File: src/hdl/acc_pkg.sv
// Package: register map, fields, states and timing for the conversion controller
// Notes on behaviour
// - Extended sample mode with asynchronous clock may corrupt results; pulse or sync avoids.
// - A trigger arriving while busy halts all later conversions until recovery.
// - Halt applies to sequence, repeat-single and repeat-sequence modes.
// - Conversions start by software start bit or by timer trigger.
// - Timer overflow flag is unreliable; it never reports the overlap.
// - Clear enable and power, set power then enable, restart; conversions resume.
// - Leaving subsystem clock while gated off hangs converter at dividers /3, /5, /7.
// - The clock-switch hang clears only through system reset.
package acc_pkg;

  localparam logic [3:0] ACC_OFS_CTRL   = 4'h0;
  localparam logic [3:0] ACC_OFS_CLK    = 4'h4;
  localparam logic [3:0] ACC_OFS_STATUS = 4'h8;
  localparam logic [3:0] ACC_OFS_IRQ    = 4'hC;
  localparam logic [3:0] ACC_OFS_MASK   = 4'h8 + 4'h6;
  localparam logic [3:0] ACC_OFS_RESULT = 4'h1;

  // Control register bits
  localparam int ACC_CTRL_SC   = 0;
  localparam int ACC_CTRL_ENC  = 1;
  localparam int ACC_CTRL_ON   = 2;
  localparam int ACC_CTRL_SHP  = 3;
  localparam int ACC_CTRL_TSRC = 4;
  localparam int ACC_CTRL_SEQ  = 5;
  localparam int ACC_CTRL_SHP_PULSE = 7;

  // Clock register fields
  localparam int ACC_CLK_SEL = 0;
  localparam int ACC_CLK_DIV = 2;
  localparam int ACC_CLK_GOFF = 5;

  // Interrupt bits
  localparam int ACC_IRQ_DONE = 0;
  localparam int ACC_IRQ_OVL  = 1;
  localparam int ACC_IRQ_TOV  = 2;
  localparam int ACC_IRQ_W    = 3;

  localparam logic [1:0] ACC_SEL_SUBSYS = 2'b11;
  localparam logic [1:0] ACC_SEQ_SINGLE = 2'b00;

  localparam logic [7:0] ACC_CTRL_RST = 8'h00;
  localparam logic [7:0] ACC_CLK_RST  = 8'h00;

  // Sample and conversion times in ns at a 4 ns clock
  localparam int ACC_CLK_PERIOD_NS = 4;
  localparam int ACC_SAMPLE_NS     = 64;
  localparam int ACC_CONV_NS       = 48;
  localparam int ACC_SAMPLE_CYC    = (ACC_SAMPLE_NS + ACC_CLK_PERIOD_NS - 1) / ACC_CLK_PERIOD_NS;
  localparam int ACC_CONV_CYC      = (ACC_CONV_NS + ACC_CLK_PERIOD_NS - 1) / ACC_CLK_PERIOD_NS;
  localparam int ACC_CHANNELS      = 4;

  typedef enum logic [1:0] {
    ACC_ST_IDLE   = 2'b00,
    ACC_ST_SAMPLE = 2'b01,
    ACC_ST_CONV   = 2'b10,
    ACC_ST_HALT   = 2'b11
  } acc_state_t;

  typedef struct packed {
    logic [3:0] addr;
    logic [7:0] wdata;
    logic       wr;
    logic       rd;
  } acc_bus_req_t;

endpackage : acc_pkg

File: src/hdl/acc_clkdiv.sv
// Conversion clock divider producing a tick, with the clock-switch hang latch
`timescale 1ns/10ps
module acc_clkdiv
(
  input  wire logic       clk_i,
  input  wire logic       sys_rst_i,
  input  wire logic [1:0] clk_sel_i,
  input  wire logic [2:0] clk_div_i,
  input  wire logic       gate_off_i,
  output logic            tick_o,
  output logic            hung_o
);

  logic [2:0] cnt_q;
  logic [1:0] sel_q;
  logic       hung_q;

  always_ff @(posedge clk_i)
  begin
    if (sys_rst_i || hung_q)
      cnt_q <= 3'h0;
    else if (cnt_q >= clk_div_i)
      cnt_q <= 3'h0;
    else
      cnt_q <= cnt_q + 3'h1;
  end

  always_ff @(posedge clk_i)
  begin
    if (sys_rst_i)
      sel_q <= 2'b00;
    else
      sel_q <= clk_sel_i;
  end

  // Divide value is N-1: odd dividers /3 /5 /7 are codes 2, 4, 6
  always_ff @(posedge clk_i)
  begin
    if (sys_rst_i)
      hung_q <= 1'b0;
    else if (sel_q == acc_pkg::ACC_SEL_SUBSYS && clk_sel_i != acc_pkg::ACC_SEL_SUBSYS
             && gate_off_i && clk_div_i[0] == 1'b0 && clk_div_i != 3'h0)
      hung_q <= 1'b1;
  end

  assign tick_o = !hung_q && (cnt_q >= clk_div_i);
  assign hung_o = hung_q;

endmodule : acc_clkdiv

File: src/hdl/acc_ctrl.sv
// Conversion control top: registers, trigger handling, sequencer, halt and interrupts
//
// The implementer's own choices: strobed register access and the address map.
`timescale 1ns/10ps
module acc_ctrl
(
  input  wire logic       clk_i,
  input  wire logic       sys_rst_i,
  input  wire logic [3:0] addr_i,
  input  wire logic [7:0] wdata_i,
  input  wire logic       wr_i,
  input  wire logic       rd_i,
  output logic      [7:0] rdata_o,
  input  wire logic       timer_trig_i,
  input  wire logic       async_clk_i,
  input  wire logic [7:0] analog_i,
  output logic            busy_o,
  output logic            halted_o,
  output logic            irq_o
);

  logic [7:0]             ctrl_q;
  logic [7:0]             clk_q;
  logic [acc_pkg::ACC_IRQ_W-1:0] stat_q;
  logic [acc_pkg::ACC_IRQ_W-1:0] mask_q;
  logic [7:0]             result_q;
  logic [7:0]             rdata_q;
  logic [1:0]             trig_sync_q;
  logic                   trig_prev_q;
  logic [1:0]             async_sync_q;
  acc_pkg::acc_state_t    state_q;
  logic [7:0]             cnt_q;
  logic [1:0]             chan_q;
  logic                   stuck_q;
  logic                   tick;
  logic                   hung;
  logic                   trig_edge;
  logic                   sw_start;
  logic                   trigger;
  logic                   busy;
  logic                   done;
  logic                   enc;
  logic                   on;
  logic [1:0]             seq;
  logic                   bad_mode;

  assign enc = ctrl_q[acc_pkg::ACC_CTRL_ENC];
  assign on  = ctrl_q[acc_pkg::ACC_CTRL_ON];
  assign seq = ctrl_q[acc_pkg::ACC_CTRL_SEQ +: 2];

  acc_clkdiv u_div
  (
    .clk_i      (clk_i),
    .sys_rst_i  (sys_rst_i),
    .clk_sel_i  (clk_q[acc_pkg::ACC_CLK_SEL +: 2]),
    .clk_div_i  (clk_q[acc_pkg::ACC_CLK_DIV +: 3]),
    .gate_off_i (clk_q[acc_pkg::ACC_CLK_GOFF]),
    .tick_o     (tick),
    .hung_o     (hung)
  );

  // Timer trigger and async clock pins pass two flops; analog_i is not synchronised
  always_ff @(posedge clk_i)
  begin
    if (sys_rst_i)
    begin
      trig_sync_q  <= 2'b00;
      async_sync_q <= 2'b00;
      trig_prev_q  <= 1'b0;
    end
    else
    begin
      trig_sync_q  <= {trig_sync_q[0], timer_trig_i};
      async_sync_q <= {async_sync_q[0], async_clk_i};
      trig_prev_q  <= trig_sync_q[1];
    end
  end

  // Start bit obeys the enable and power bits written with it
  assign sw_start  = wr_i && addr_i == acc_pkg::ACC_OFS_CTRL && wdata_i[acc_pkg::ACC_CTRL_SC]
                     && wdata_i[acc_pkg::ACC_CTRL_ENC] && wdata_i[acc_pkg::ACC_CTRL_ON];
  assign trig_edge = trig_sync_q[1] && !trig_prev_q && ctrl_q[acc_pkg::ACC_CTRL_TSRC];
  assign trigger   = sw_start || (enc && on && trig_edge);
  assign busy      = state_q == acc_pkg::ACC_ST_SAMPLE || state_q == acc_pkg::ACC_ST_CONV;
  assign done      = state_q == acc_pkg::ACC_ST_CONV && tick
                     && cnt_q == 8'(acc_pkg::ACC_CONV_CYC - 1);
  // Extended sample with asynchronous clock corrupts the result
  assign bad_mode  = !ctrl_q[acc_pkg::ACC_CTRL_SHP_PULSE] && async_sync_q[1];

  // Register writes
  always_ff @(posedge clk_i)
  begin
    if (sys_rst_i)
      ctrl_q <= acc_pkg::ACC_CTRL_RST;
    else if (wr_i && addr_i == acc_pkg::ACC_OFS_CTRL)
      ctrl_q <= {wdata_i[7:1], 1'b0} | {7'h00, 1'b0};
  end

  always_ff @(posedge clk_i)
  begin
    if (sys_rst_i)
      clk_q <= acc_pkg::ACC_CLK_RST;
    else if (wr_i && addr_i == acc_pkg::ACC_OFS_CLK)
      clk_q <= wdata_i;
  end

  always_ff @(posedge clk_i)
  begin
    if (sys_rst_i)
      mask_q <= '0;
    else if (wr_i && addr_i == acc_pkg::ACC_OFS_MASK)
      mask_q <= wdata_i[acc_pkg::ACC_IRQ_W-1:0];
  end

  // Halt latch: overlap in sequence modes, cleared when power and enable are both off
  always_ff @(posedge clk_i)
  begin
    if (sys_rst_i)
      stuck_q <= 1'b0;
    else if (!on && !enc)
      stuck_q <= 1'b0;
    else if (trigger && busy && seq != acc_pkg::ACC_SEQ_SINGLE)
      stuck_q <= 1'b1;
  end

  // Sequencer
  always_ff @(posedge clk_i)
  begin
    if (sys_rst_i || (!on && !sw_start))
    begin
      state_q <= acc_pkg::ACC_ST_IDLE;
      cnt_q   <= 8'h00;
      chan_q  <= 2'b00;
    end
    else
    begin
      case (state_q)
        acc_pkg::ACC_ST_IDLE:
        begin
          if (stuck_q || hung)
            state_q <= acc_pkg::ACC_ST_HALT;
          else if (trigger)
          begin
            state_q <= acc_pkg::ACC_ST_SAMPLE;
            cnt_q   <= 8'h00;
          end
        end
        acc_pkg::ACC_ST_SAMPLE:
        begin
          if (stuck_q || hung)
            state_q <= acc_pkg::ACC_ST_HALT;
          else if (tick && cnt_q == 8'(acc_pkg::ACC_SAMPLE_CYC - 1))
          begin
            state_q <= acc_pkg::ACC_ST_CONV;
            cnt_q   <= 8'h00;
          end
          else if (tick)
            cnt_q <= cnt_q + 8'h01;
        end
        acc_pkg::ACC_ST_CONV:
        begin
          if (stuck_q || hung)
            state_q <= acc_pkg::ACC_ST_HALT;
          else if (done)
          begin
            cnt_q <= 8'h00;
            if (seq[0] && chan_q != 2'(acc_pkg::ACC_CHANNELS - 1))
            begin
              chan_q  <= chan_q + 2'b01;
              state_q <= acc_pkg::ACC_ST_SAMPLE;
            end
            else
            begin
              chan_q  <= 2'b00;
              state_q <= seq[1] && enc ? acc_pkg::ACC_ST_SAMPLE : acc_pkg::ACC_ST_IDLE;
            end
          end
          else if (tick)
            cnt_q <= cnt_q + 8'h01;
        end
        acc_pkg::ACC_ST_HALT:
        begin
          if (!stuck_q && !hung)
            state_q <= acc_pkg::ACC_ST_IDLE;
        end
        default:
          state_q <= acc_pkg::ACC_ST_IDLE;
      endcase
    end
  end

  always_ff @(posedge clk_i)
  begin
    if (sys_rst_i)
      result_q <= 8'h00;
    else if (done)
      result_q <= bad_mode ? ~analog_i : analog_i;
  end

  // Status: set wins over read-clear; timer overflow flag never sets
  always_ff @(posedge clk_i)
  begin
    if (sys_rst_i)
      stat_q <= '0;
    else
    begin
      stat_q[acc_pkg::ACC_IRQ_DONE] <= done ||
        (stat_q[acc_pkg::ACC_IRQ_DONE] && !(rd_i && addr_i == acc_pkg::ACC_OFS_IRQ));
      stat_q[acc_pkg::ACC_IRQ_OVL]  <= (trigger && busy) ||
        (stat_q[acc_pkg::ACC_IRQ_OVL] && !(rd_i && addr_i == acc_pkg::ACC_OFS_IRQ));
      stat_q[acc_pkg::ACC_IRQ_TOV]  <= 1'b0;
    end
  end

  always_ff @(posedge clk_i)
  begin
    if (sys_rst_i)
      rdata_q <= 8'h00;
    else if (rd_i)
    begin
      case (addr_i)
        acc_pkg::ACC_OFS_CTRL:   rdata_q <= ctrl_q;
        acc_pkg::ACC_OFS_CLK:    rdata_q <= clk_q;
        acc_pkg::ACC_OFS_STATUS: rdata_q <= {5'h00, hung, stuck_q, busy};
        acc_pkg::ACC_OFS_IRQ:    rdata_q <= {5'h00, stat_q};
        acc_pkg::ACC_OFS_MASK:   rdata_q <= {5'h00, mask_q};
        acc_pkg::ACC_OFS_RESULT: rdata_q <= result_q;
        default:                 rdata_q <= 8'h00;
      endcase
    end
    else
      rdata_q <= 8'h00;
  end

  assign rdata_o  = rdata_q;
  assign busy_o   = busy;
  assign halted_o = state_q == acc_pkg::ACC_ST_HALT;
  assign irq_o    = |(stat_q & mask_q);

endmodule : acc_ctrl

File: config.mk
export PLATFORM = sky130hd
export DESIGN_NAME = acc_ctrl
export DESIGN_NICKNAME = d
export VERILOG_FILES = /design/src/hdl/acc_pkg.sv /design/src/hdl/acc_clkdiv.sv /design/src/hdl/acc_ctrl.sv
export SDC_FILE = /design/constraint.sdc
export NUM_CORES = 1
export LEC_CHECK = 0
export ABC_AREA = 1
export ABC_CLOCK_PERIOD_IN_PS = 4100
export BUFFER_PORTS_ARGS = -buffer_cell sky130_fd_sc_hd__buf_4
export CAP_MARGIN = 20
export CORE_MARGIN = 1.5
export CORE_UTILIZATION = 60
export DETAILED_ROUTE_END_ITERATION = 8
export GPL_TIMING_DRIVEN = 0
export PLACE_DENSITY_LB_ADDON = 0.25
export SYNTH_ARGS = -nofsm -noshare
export SYNTH_HDL_FRONTEND = slang
export SYNTH_SLANG_ARGS = --single-unit
export TNS_END_PERCENT = 100
File: constraint.sdc
create_clock -name clk_i -period 4.1 [get_ports clk_i]
set_clock_uncertainty 0.15 [all_clocks]
set_input_delay 0.82 -clock clk_i [delete_from_list [all_inputs] [get_ports clk_i]]
set_output_delay 0.82 -clock clk_i [all_outputs]
set_load 0.01 [all_outputs]
==> run_results.csv, run 1 <==
group,metric,value,unit
worst_setup_path,criticalPathCategory,"reg2out",
job,max-cap-violations,0,
grt,grt.overflow.total,0,
route,drt_iter0_drc,225,
clock_network,cts_setup_buffers,0,
sta,fin_tns_setup,0,ps
layout,final_common_cell,"inv_1",
floorplanning,io_pins,37,
sta,rsz0062_at_grt,"false",
clock_network,cts_resized,0,
worst_setup_path,crit_arrival,1380,ps
clock_network,cts.clk_slew.worst_paths,60,ps
grt,antenna_found_initial,0,
logic_synthesis,ys_seq_elements,60,
hold_path,min_path_type,"reg2reg",
power,ir_worst_vdd,0.231,mV
power,powerDensity,329,nW/um^2
layout,final_area,3400,um^2
grt,grt_max_degree,11,
floorplanning,fp.dieArea,5270,um^2
route,routed_via_density,5.31,
sta,drv_slew,0,
floorplanning,core_area,4690,um^2
placement,gp_congestion,0.860,
route,drt_wl_total,6490,um
power,fin_total_pwr,1120,uW
placement,placed_area,3240,um^2
worst_setup_path,cp_slowest_cell,"dfxtp_1",
power,p_leak,0.00145,uW
worst_setup_path,critPathTopFamily,"flip-flops",
route,firstDrtPassIters,4,
sta,hold_viol,0,
clock_network,clockRootBuffer,"clkbuf_8",
clock_network,cts_buffers,9,
layout,multi_input_area,1380,um^2
route,postRouteAntennaNets,0,
sta,fin_crit,2350,ps
clock_network,cts_tree,"built",
logic_synthesis,syn_area,2900,um^2
grt,grt_pass1_vias,2331,
route,remaining_drc_errors,0,
worst_setup_path,crit_chain,"inv_1, ha_1, buf_4",
worst_setup_path,critical_path_depth,3,
layout,n_fill_cell,382,
logic_synthesis,syn_inst,396,
clock_network,cts_hold_buf,0,
sta,fmax,0.425,GHz
worst_setup_path,worst-path-buf-inv,2,
sta,finalSetupViolCount,0,
floorplanning,num_rows,25,
logic_synthesis,synth.net_count,433,
worst_setup_path,startpoint_type,"register",
sta,worstMarginPinSlew,501,ps
layout,antenna_cells,0,
clock_network,cts_sinks,60,
grt,grt_usage,26.6,%
route,routedWlPerCell,13.0,um
logic_synthesis,synthTopCellsByArea,"dfxtp_1, inv_1, nand2_1, a21oi_1, nor2_1",
placement,dp_hpwl,4940,um
logic_synthesis,synth.avg_cell_area,7.33,um^2
logic_synthesis,ys.warnings.count,0,
layout,area_growth,17.1,%
floorplanning,die_w,72.6,um
logic_synthesis,synth_top_area_share,41.4,%
sta,max-slew-margin-rel,66.6,%
layout,mostFrequentLayoutCells,"inv_1, dfxtp_1, nand2_1",
worst_setup_path,cp_max_fo,5,
placement,numPortBuffers,36,
layout,regArea,1200,um^2
clock_network,htree_levels,3,
worst_setup_path,reg2reg_depth,10,
sta,period_share,57.4,%
clock_network,cts_buffer_depth,2,
grt,grt_first_pass_wirelength,10500,um
hold_path,holdPathStages,2,
logic_synthesis,synthDistinctLibCells,30,
clock_network,clock_latency,340,ps
floorplanning,die_y,72.6,um
worst_setup_path,required,3130,ps
route,num_vias,2655,
layout,layout-drive-gt1-share,14.8,%
worst_setup_path,cp-end-kind,"output port",
worst_setup_path,max_stage_delay,380,ps
floorplanning,initial_utilization,61.9,%
logic_synthesis,synth_area_leader_cell,"dfxtp_1",
status,status,"finished, final reports clean",
logic_synthesis,yosysSeqAreaShare,41.4,%
layout,finalNetCount,480,
-- report_power, final --
group | total, uW | internal [uW] | switching (uW)
clock network | 454 | 228 | 226
registers | 592 | 589 | 2.30
logic | 72.7 | 31.1 | 41.6
total | 1120 | 849 | 270
-- area by class of cell --
cell class | instances | share of cell area [%]
buffer | 6 | 0.920
multi-input combinational | 254 | 40.7
inverter | 76 | 8.47
timing repair buffer | 36 | 7.95
tap | 54 | 1.99
clock buffer | 12 | 4.27
sequential | 60 | 35.3
clock inverter | 2 | 0.368
-- kinds of logic after synthesis --
logic type / after synthesis / synth area share, %
AND/OR/NAND/NOR: 142 / 22.7
XOR/XNOR: 9 / 2.71
adder cells (fa/ha/maj): 11 / 4.74
flip-flops: 60 / 41.4
AO/OA/AOI/OAI: 92 / 17.5
buffers and inverters: 82 / 11.0
-- state kept, by name, indices dropped and copies added (netlist names) --
signal        count
async_sync_q      2
chan_q            2
clk_q             8
cnt_q             8
ctrl_q            7
mask_q            3
rdata_o           8
result_q          8
stat_q            2
state_q           2
stuck_q           1
trig_prev_q       1
trig_sync_q       2
u_div.cnt_q       3
u_div.hung_o      1
u_div.sel_q       2
-- per-layer routing --
layer  part of all wire (%)  vias to the layer above  track usage [%]
met1                     47                     1201             36.1
li1                       -                     1366                -
met4                    2.2                        0             12.6
met2                     45                       75             41.2
met5                      0                        -                0
met3                    6.0                       13             4.56
-- worst paths after layout --
kind	start	to	slack (ps)
max	state_q[0]	busy_o	1750
min	trig_sync_q[0]	trig_sync_q[1]	260
min reg2reg	trig_sync_q[0]	trig_sync_q[1]	260
max reg2reg	state_q[0]	result_q[0]	1950
-- stage by stage --
| stage | setup slack (ps) | util, % | instances | hold WS (ps) |
|---|---|---|---|---|
| 3_3_place_gp | 1780 | 69.1 | 486 | 240 |
| 6_report | 1750 | 72.5 | 500 | 257 |
| 4_1_cts | 1740 | 72.5 | 500 | 260 |
| 3_5_place_dp | 1760 | 69.1 | 486 | 244 |
| 2_1_floorplan | 2100 | - | 396 | 238 |
| 5_1_grt | 1690 | 72.5 | 500 | 276 |
-- synth_stat cells --
| library cell | instances |
|---|---|
| nand3_4 | 2 |
| nor2_4 | 2 |
| inv_1 | 75 |
| clkbuf_1 | 3 |
| a21oi_4 | 1 |
| nand3_1 | 17 |
| nor2_1 | 47 |
| nand2_4 | 2 |
| nor2_2 | 5 |
| nand2_2 | 2 |
| o211ai_1 | 1 |
| nor3_1 | 2 |
| a211oi_1 | 4 |
| buf_1 | 1 |
| ha_1 | 11 |
| dfxtp_1 | 60 |
| o21ai_0 | 33 |
| o2111ai_1 | 1 |
| nand3b_1 | 1 |
| o22ai_1 | 11 |
| inv_4 | 1 |
| nand3_2 | 1 |
| a31oi_1 | 1 |
| buf_6 | 1 |
| o21bai_1 | 2 |
| buf_2 | 1 |
| nand2_1 | 54 |
| xnor2_1 | 9 |
| a21oi_1 | 38 |
| nand4_1 | 7 |
-- worst reg2reg max path: cells and delay by family, from the launching register on --
kind,cells,cell delay (ps)
AOI/OAI and AO/OA,1,240
adders and majority gates,1,260
buffers and inverters,3,470
DFF,1,340
and+or+nand+nor,5,580
(Power assumes the default switching activity.)
==> run 2: changes to the inputs <==
- ABC_CLOCK_PERIOD_IN_PS: 4100 -> 2300
- CORE_UTILIZATION: 60 -> 57
- clock period: 4.1 -> 2.3 ns (I/O delays scaled with it)
==> run 2 against run 1 <==
Effect of this change:
- clock power up 150%
- global-route usage is 1.3 points higher
- via count grew 2.4%
- total power grew 110%
- flip-flop and latch count is the same
- largest cell class unchanged
- die area grew 5.0%
- first-iteration DRC count down 11%
==> run_results.csv, run 2 (synthesis gave the netlist of run 1 again) <==
group,metric,value,unit
sta,fmax,0.479,GHz
grt,antenna_found_initial,0,
placement,numPortBuffers,36,
layout,multi_input_area,1400,um^2
grt,grt.overflow.total,0,
layout,mostFrequentLayoutCells,"inv_1, dfxtp_1, nand2_1",
floorplanning,initial_utilization,60.3,%
sta,finalSetupViolCount,0,
clock_network,cts_sinks,60,
layout,final_common_cell,"inv_1",
power,powerDensity,657,nW/um^2
power,fin_total_pwr,2300,uW
sta,fin_tns_setup,0,ps
sta,hold_viol,0,
sta,period_share,90.9,%
sta,fin_crit,2090,ps
power,ir_worst_vdd,0.482,mV
worst_setup_path,r2r-end,"result_q[6]",
clock_network,cts_hold_buf,0,
worst_setup_path,cp-end-kind,"register",
sta,rsz0062_at_grt,"false",
floorplanning,die_y,74.4,um
worst_setup_path,criticalPathCategory,"reg2reg",
sta,drv_slew,0,
clock_network,clock_latency,350,ps
sta,worstMarginPinSlew,536,ps
layout,layout-drive-gt1-share,15.6,%
route,routed_via_density,5.28,
layout,n_fill_cell,399,
floorplanning,fp.dieArea,5530,um^2
layout,area_growth,20.9,%
clock_network,cts_tree,"built",
route,postRouteAntennaNets,0,
route,routedWlPerCell,13.4,um
floorplanning,die_w,74.4,um
worst_setup_path,required,2430,ps
floorplanning,core_area,4820,um^2
route,drt_wl_total,6900,um
hold_path,worstHoldEndpoint,"async_sync_q[0]",
status,status,"finished, final reports clean",
worst_setup_path,cp_max_fo,10,
grt,grt_pass1_vias,2504,
hold_path,hp-start,"async_clk_i",
hold_path,holdPathStages,3,
clock_network,cts_resized,0,
worst_setup_path,r2r_slack,210,ps
layout,regArea,1200,um^2
power,p_leak,0.00148,uW
route,remaining_drc_errors,0,
worst_setup_path,crit_arrival,2220,ps
floorplanning,num_rows,25,
clock_network,cts_buffers,9,
clock_network,cts_buffer_depth,2,
layout,antenna_cells,0,
clock_network,htree_levels,3,
grt,grt_usage,27.9,%
grt,grt_first_pass_wirelength,11400,um
placement,dp_hpwl,4950,um
clock_network,cts_setup_buffers,0,
hold_path,min_path_type,"in2reg",
worst_setup_path,reg2reg_depth,8,
worst_setup_path,r2r-start,"clk_q[4]",
route,drt_iter0_drc,200,
placement,gp_congestion,0.980,
route,num_vias,2720,
sta,max-slew-margin-rel,64.3,%
layout,finalNetCount,480,
grt,grt_max_degree,11,
job,max-cap-violations,0,
floorplanning,io_pins,37,
clock_network,cts.clk_slew.worst_paths,70,ps
route,firstDrtPassIters,5,
clock_network,clockRootBuffer,"clkbuf_8",
worst_setup_path,startpoint_type,"register",
run 2: per-stage QoR:
step                instances  area (um^2)  util, %  hold WS (ps)  worst slack [ps]
finish                    515         3510     72.9           160               210
global route              515         3510     72.9           167              44.4
CTS                       515         3490     72.5           155               147
detailed placement        499         3260     67.6           257               160
global placement          499         3260     67.6           241               219
floorplan                 396         2900        -           238               528
run 2: final cells by class:
type | count | area share (%)
timing repair buffer | 36 | 7.70
clock buffer | 13 | 4.81
sequential | 60 | 34.2
multi-input combinational | 254 | 39.9
buffer | 6 | 0.891
tap | 67 | 2.39
inverter | 76 | 8.20
clock inverter | 3 | 1.93
run 2: where the power goes:
part	internal, uW	switching (uW)	total (uW)
Clock	699	418	1120
Combinational	55.5	77.2	133
Sequential	1050	4.47	1060
Total	1810	499	2300
run 2: worst max path at each step:
| stage | startpoint | to | slack, ps | cells after the start |
|---|---|---|---|---|
| 2_1_floorplan | state_q[0] | state_q[1] | 530 | 13 |
| 3_3_place_gp | state_q[0] | result_q[6] | 220 | 10 |
| 3_5_place_dp | state_q[0] | result_q[6] | 160 | 10 |
| 4_1_cts | state_q[0] | result_q[6] | 150 | 10 |
| 5_1_grt | state_q[0] | state_q[1] | 40 | 13 |
| 6_report | clk_q[4] | result_q[6] | 210 | 8 |
run 2: metal layers:
layer | track usage, % | routed length [um] | up-vias
met5 | 0 | 0 | -
met4 | 11.9 | 130 | 0
met3 | 9.21 | 418 | 16
met2 | 43.1 | 3150 | 89
met1 | 35.9 | 3210 | 1246
li1 | - | - | 1369
run 2: critical path: stages, from the launching register on:
cell	delay (ps)
dfxtp_1	330
inv_1	70
ha_1	310
a21oi_1	170
nand2_1	170
nand3_4	170
clkbuf_1	370
o21ai_0	140
a21oi_1	130
==> run 3: changes to the inputs <==
- CORE_ASPECT_RATIO: unset -> 1.25
- RECOVER_POWER: unset -> 50
==> run 3 against run 2 <==
Effect of this change:
- worst setup slack got worse by 29 ps
- die area about the same
- utilization decreased by 2.4 points
- register-to-register slack got worse by 30 ps
- hold slack gained 4.0 ps
- total power decreased by 1.8%
- sequential share of layout area increased by 1.0 points
- clock power shrank 4%
- global-route usage down 0.52 points
- clock-buffer cell count is 2 lower
- via count rose by 0.22%
- non-clock buffer count did not move
- largest cell class unchanged
==> run_results.csv, run 3 (synthesis gave the netlist of run 1 again) <==
group,metric,value,unit
placement,gp_congestion,0.896,
clock_network,clockRootBuffer,"clkbuf_8",
floorplanning,die_w,66.8,um
worst_setup_path,r2r-start,"state_q[0]",
clock_network,cts_setup_buffers,0,
placement,dp_hpwl,5250,um
grt,grt_usage,27.4,%
worst_setup_path,cp_max_fo,10,
sta,rsz0062_at_grt,"false",
placement,placed_area,3250,um^2
floorplanning,initial_utilization,60.1,%
route,postRouteAntennaNets,0,
floorplanning,num_rows,28,
sta,fmax,0.472,GHz
clock_network,cts.clk_slew.worst_paths,60,ps
grt,grt_first_pass_wirelength,11500,um
layout,finalNetCount,480,
sta,finalSetupViolCount,0,
route,routedWlPerCell,14.0,um
placement,numPortBuffers,36,
sta,hold_viol,0,
hold_path,hp-start,"timer_trig_i",
route,routed_via_density,5.38,
layout,layout-drive-gt1-share,12.1,%
floorplanning,fp.dieArea,5530,um^2
route,drt_iter0_drc,160,
route,drt_wl_total,7080,um
layout,mostFrequentLayoutCells,"inv_1, dfxtp_1, nand2_1",
layout,final_area,3410,um^2
worst_setup_path,required,2380,ps
worst_setup_path,crit_arrival,2200,ps
clock_network,cts_tree,"built",
power,powerDensity,664,nW/um^2
grt,grt_pass1_vias,2560,
clock_network,cts_buffer_depth,2,
sta,worstMarginPinSlew,587,ps
sta,period_share,92.1,%
grt,grt.overflow.total,0,
clock_network,cts_buffers,9,
worst_setup_path,startpoint_type,"register",
grt,grt_max_degree,11,
route,firstDrtPassIters,4,
sta,fin_tns_setup,0,ps
layout,antenna_cells,0,
placement,dp_slack,209,ps
sta,setup_slack,181,ps
clock_network,cts_sinks,60,
clock_network,htree_levels,3,
power,ir_worst_vdd,0.527,mV
worst_setup_path,cp-end-kind,"register",
layout,area_growth,17.3,%
layout,final_common_cell,"inv_1",
sta,drv_slew,0,
route,num_vias,2726,
grt,antenna_found_initial,0,
floorplanning,die_y,82.8,um
floorplanning,io_pins,37,
clock_network,clock_latency,350,ps
power,p_leak,0.00142,uW
worst_setup_path,criticalPathCategory,"reg2reg",
route,remaining_drc_errors,0,
job,max-cap-violations,0,
worst_setup_path,crit_start,"state_q[0]",
floorplanning,core_area,4830,um^2
hold_path,min_path_type,"in2reg",
sta,fin_crit,2120,ps
sta,max-slew-margin-rel,60.9,%
status,status,"finished, final reports clean",
-- run 3: repair_timing --
| action | in CTS | in global routing |
|---|---|---|
| resized for setup | 0 | 3 |
| hold endpoints to repair | 0 | 0 |
| hold buffers | 0 | 0 |
| setup endpoints to repair | 0 | 4 |
-- run 3: metrics by stage --
step | hold slack (ps) | util, % | cells | power (uW)
after floorplan | 238 | - | 396 | 1140
after global routing | 172 | 70.5 | 507 | 2330
after detailed placement | 249 | 67.2 | 492 | 1210
after CTS | 165 | 71.8 | 507 | 2270
after global placement | 240 | 67.2 | 492 | 1200
final | 164 | 70.5 | 507 | 2260
-- run 3: power by group --
part	total [uW]	internal (uW)	switching [uW]	leakage, uW
logic	126	51.8	74.1	0.000828
registers	1050	1050	4.45	0.000485
clock network	1080	661	421	0.000111
-- run 3: final timing paths --
| path | end | slack [ps] | depth (start not counted) |
|---|---|---|---|
| min reg2reg | async_sync_q[1] | 260 | 2 |
| max reg2reg | result_q[6] | 180 | 10 |
| min | trig_sync_q[0] | 160 | 3 |
| max | result_q[6] | 180 | 10 |
-- run 3: cell type report --
type | count | area [um^2]
Fill cell | 430 | 1430
Multi-Input combinational cell | 254 | 1360
Sequential cell | 60 | 1200
Inverter | 76 | 288
Timing Repair Buffer | 36 | 229
Clock buffer | 11 | 151
Tap cell | 60 | 75.1
Clock inverter | 4 | 72.6
Buffer | 6 | 31.3
-- run 3: per-layer routing --
metal / part of all wire [%] / global-route usage (%) / routed length [um]
met5: 0 / 0 / 0
met4: 3.8 / 15.2 / 270
met3: 4.4 / 3.66 / 309
met2: 52 / 47.0 / 3650
met1: 40 / 31.9 / 2850
-- run 3: critical path, stage by stage, from the launching register on --
cell	delay [ps]
dfxtp_1	340
inv_1	150
ha_1	260
inv_1	60
nor2_1	80
nand2_1	60
nor2_2	170
nand3_2	190
clkbuf_2	250
o21ai_1	230
a21oi_1	60
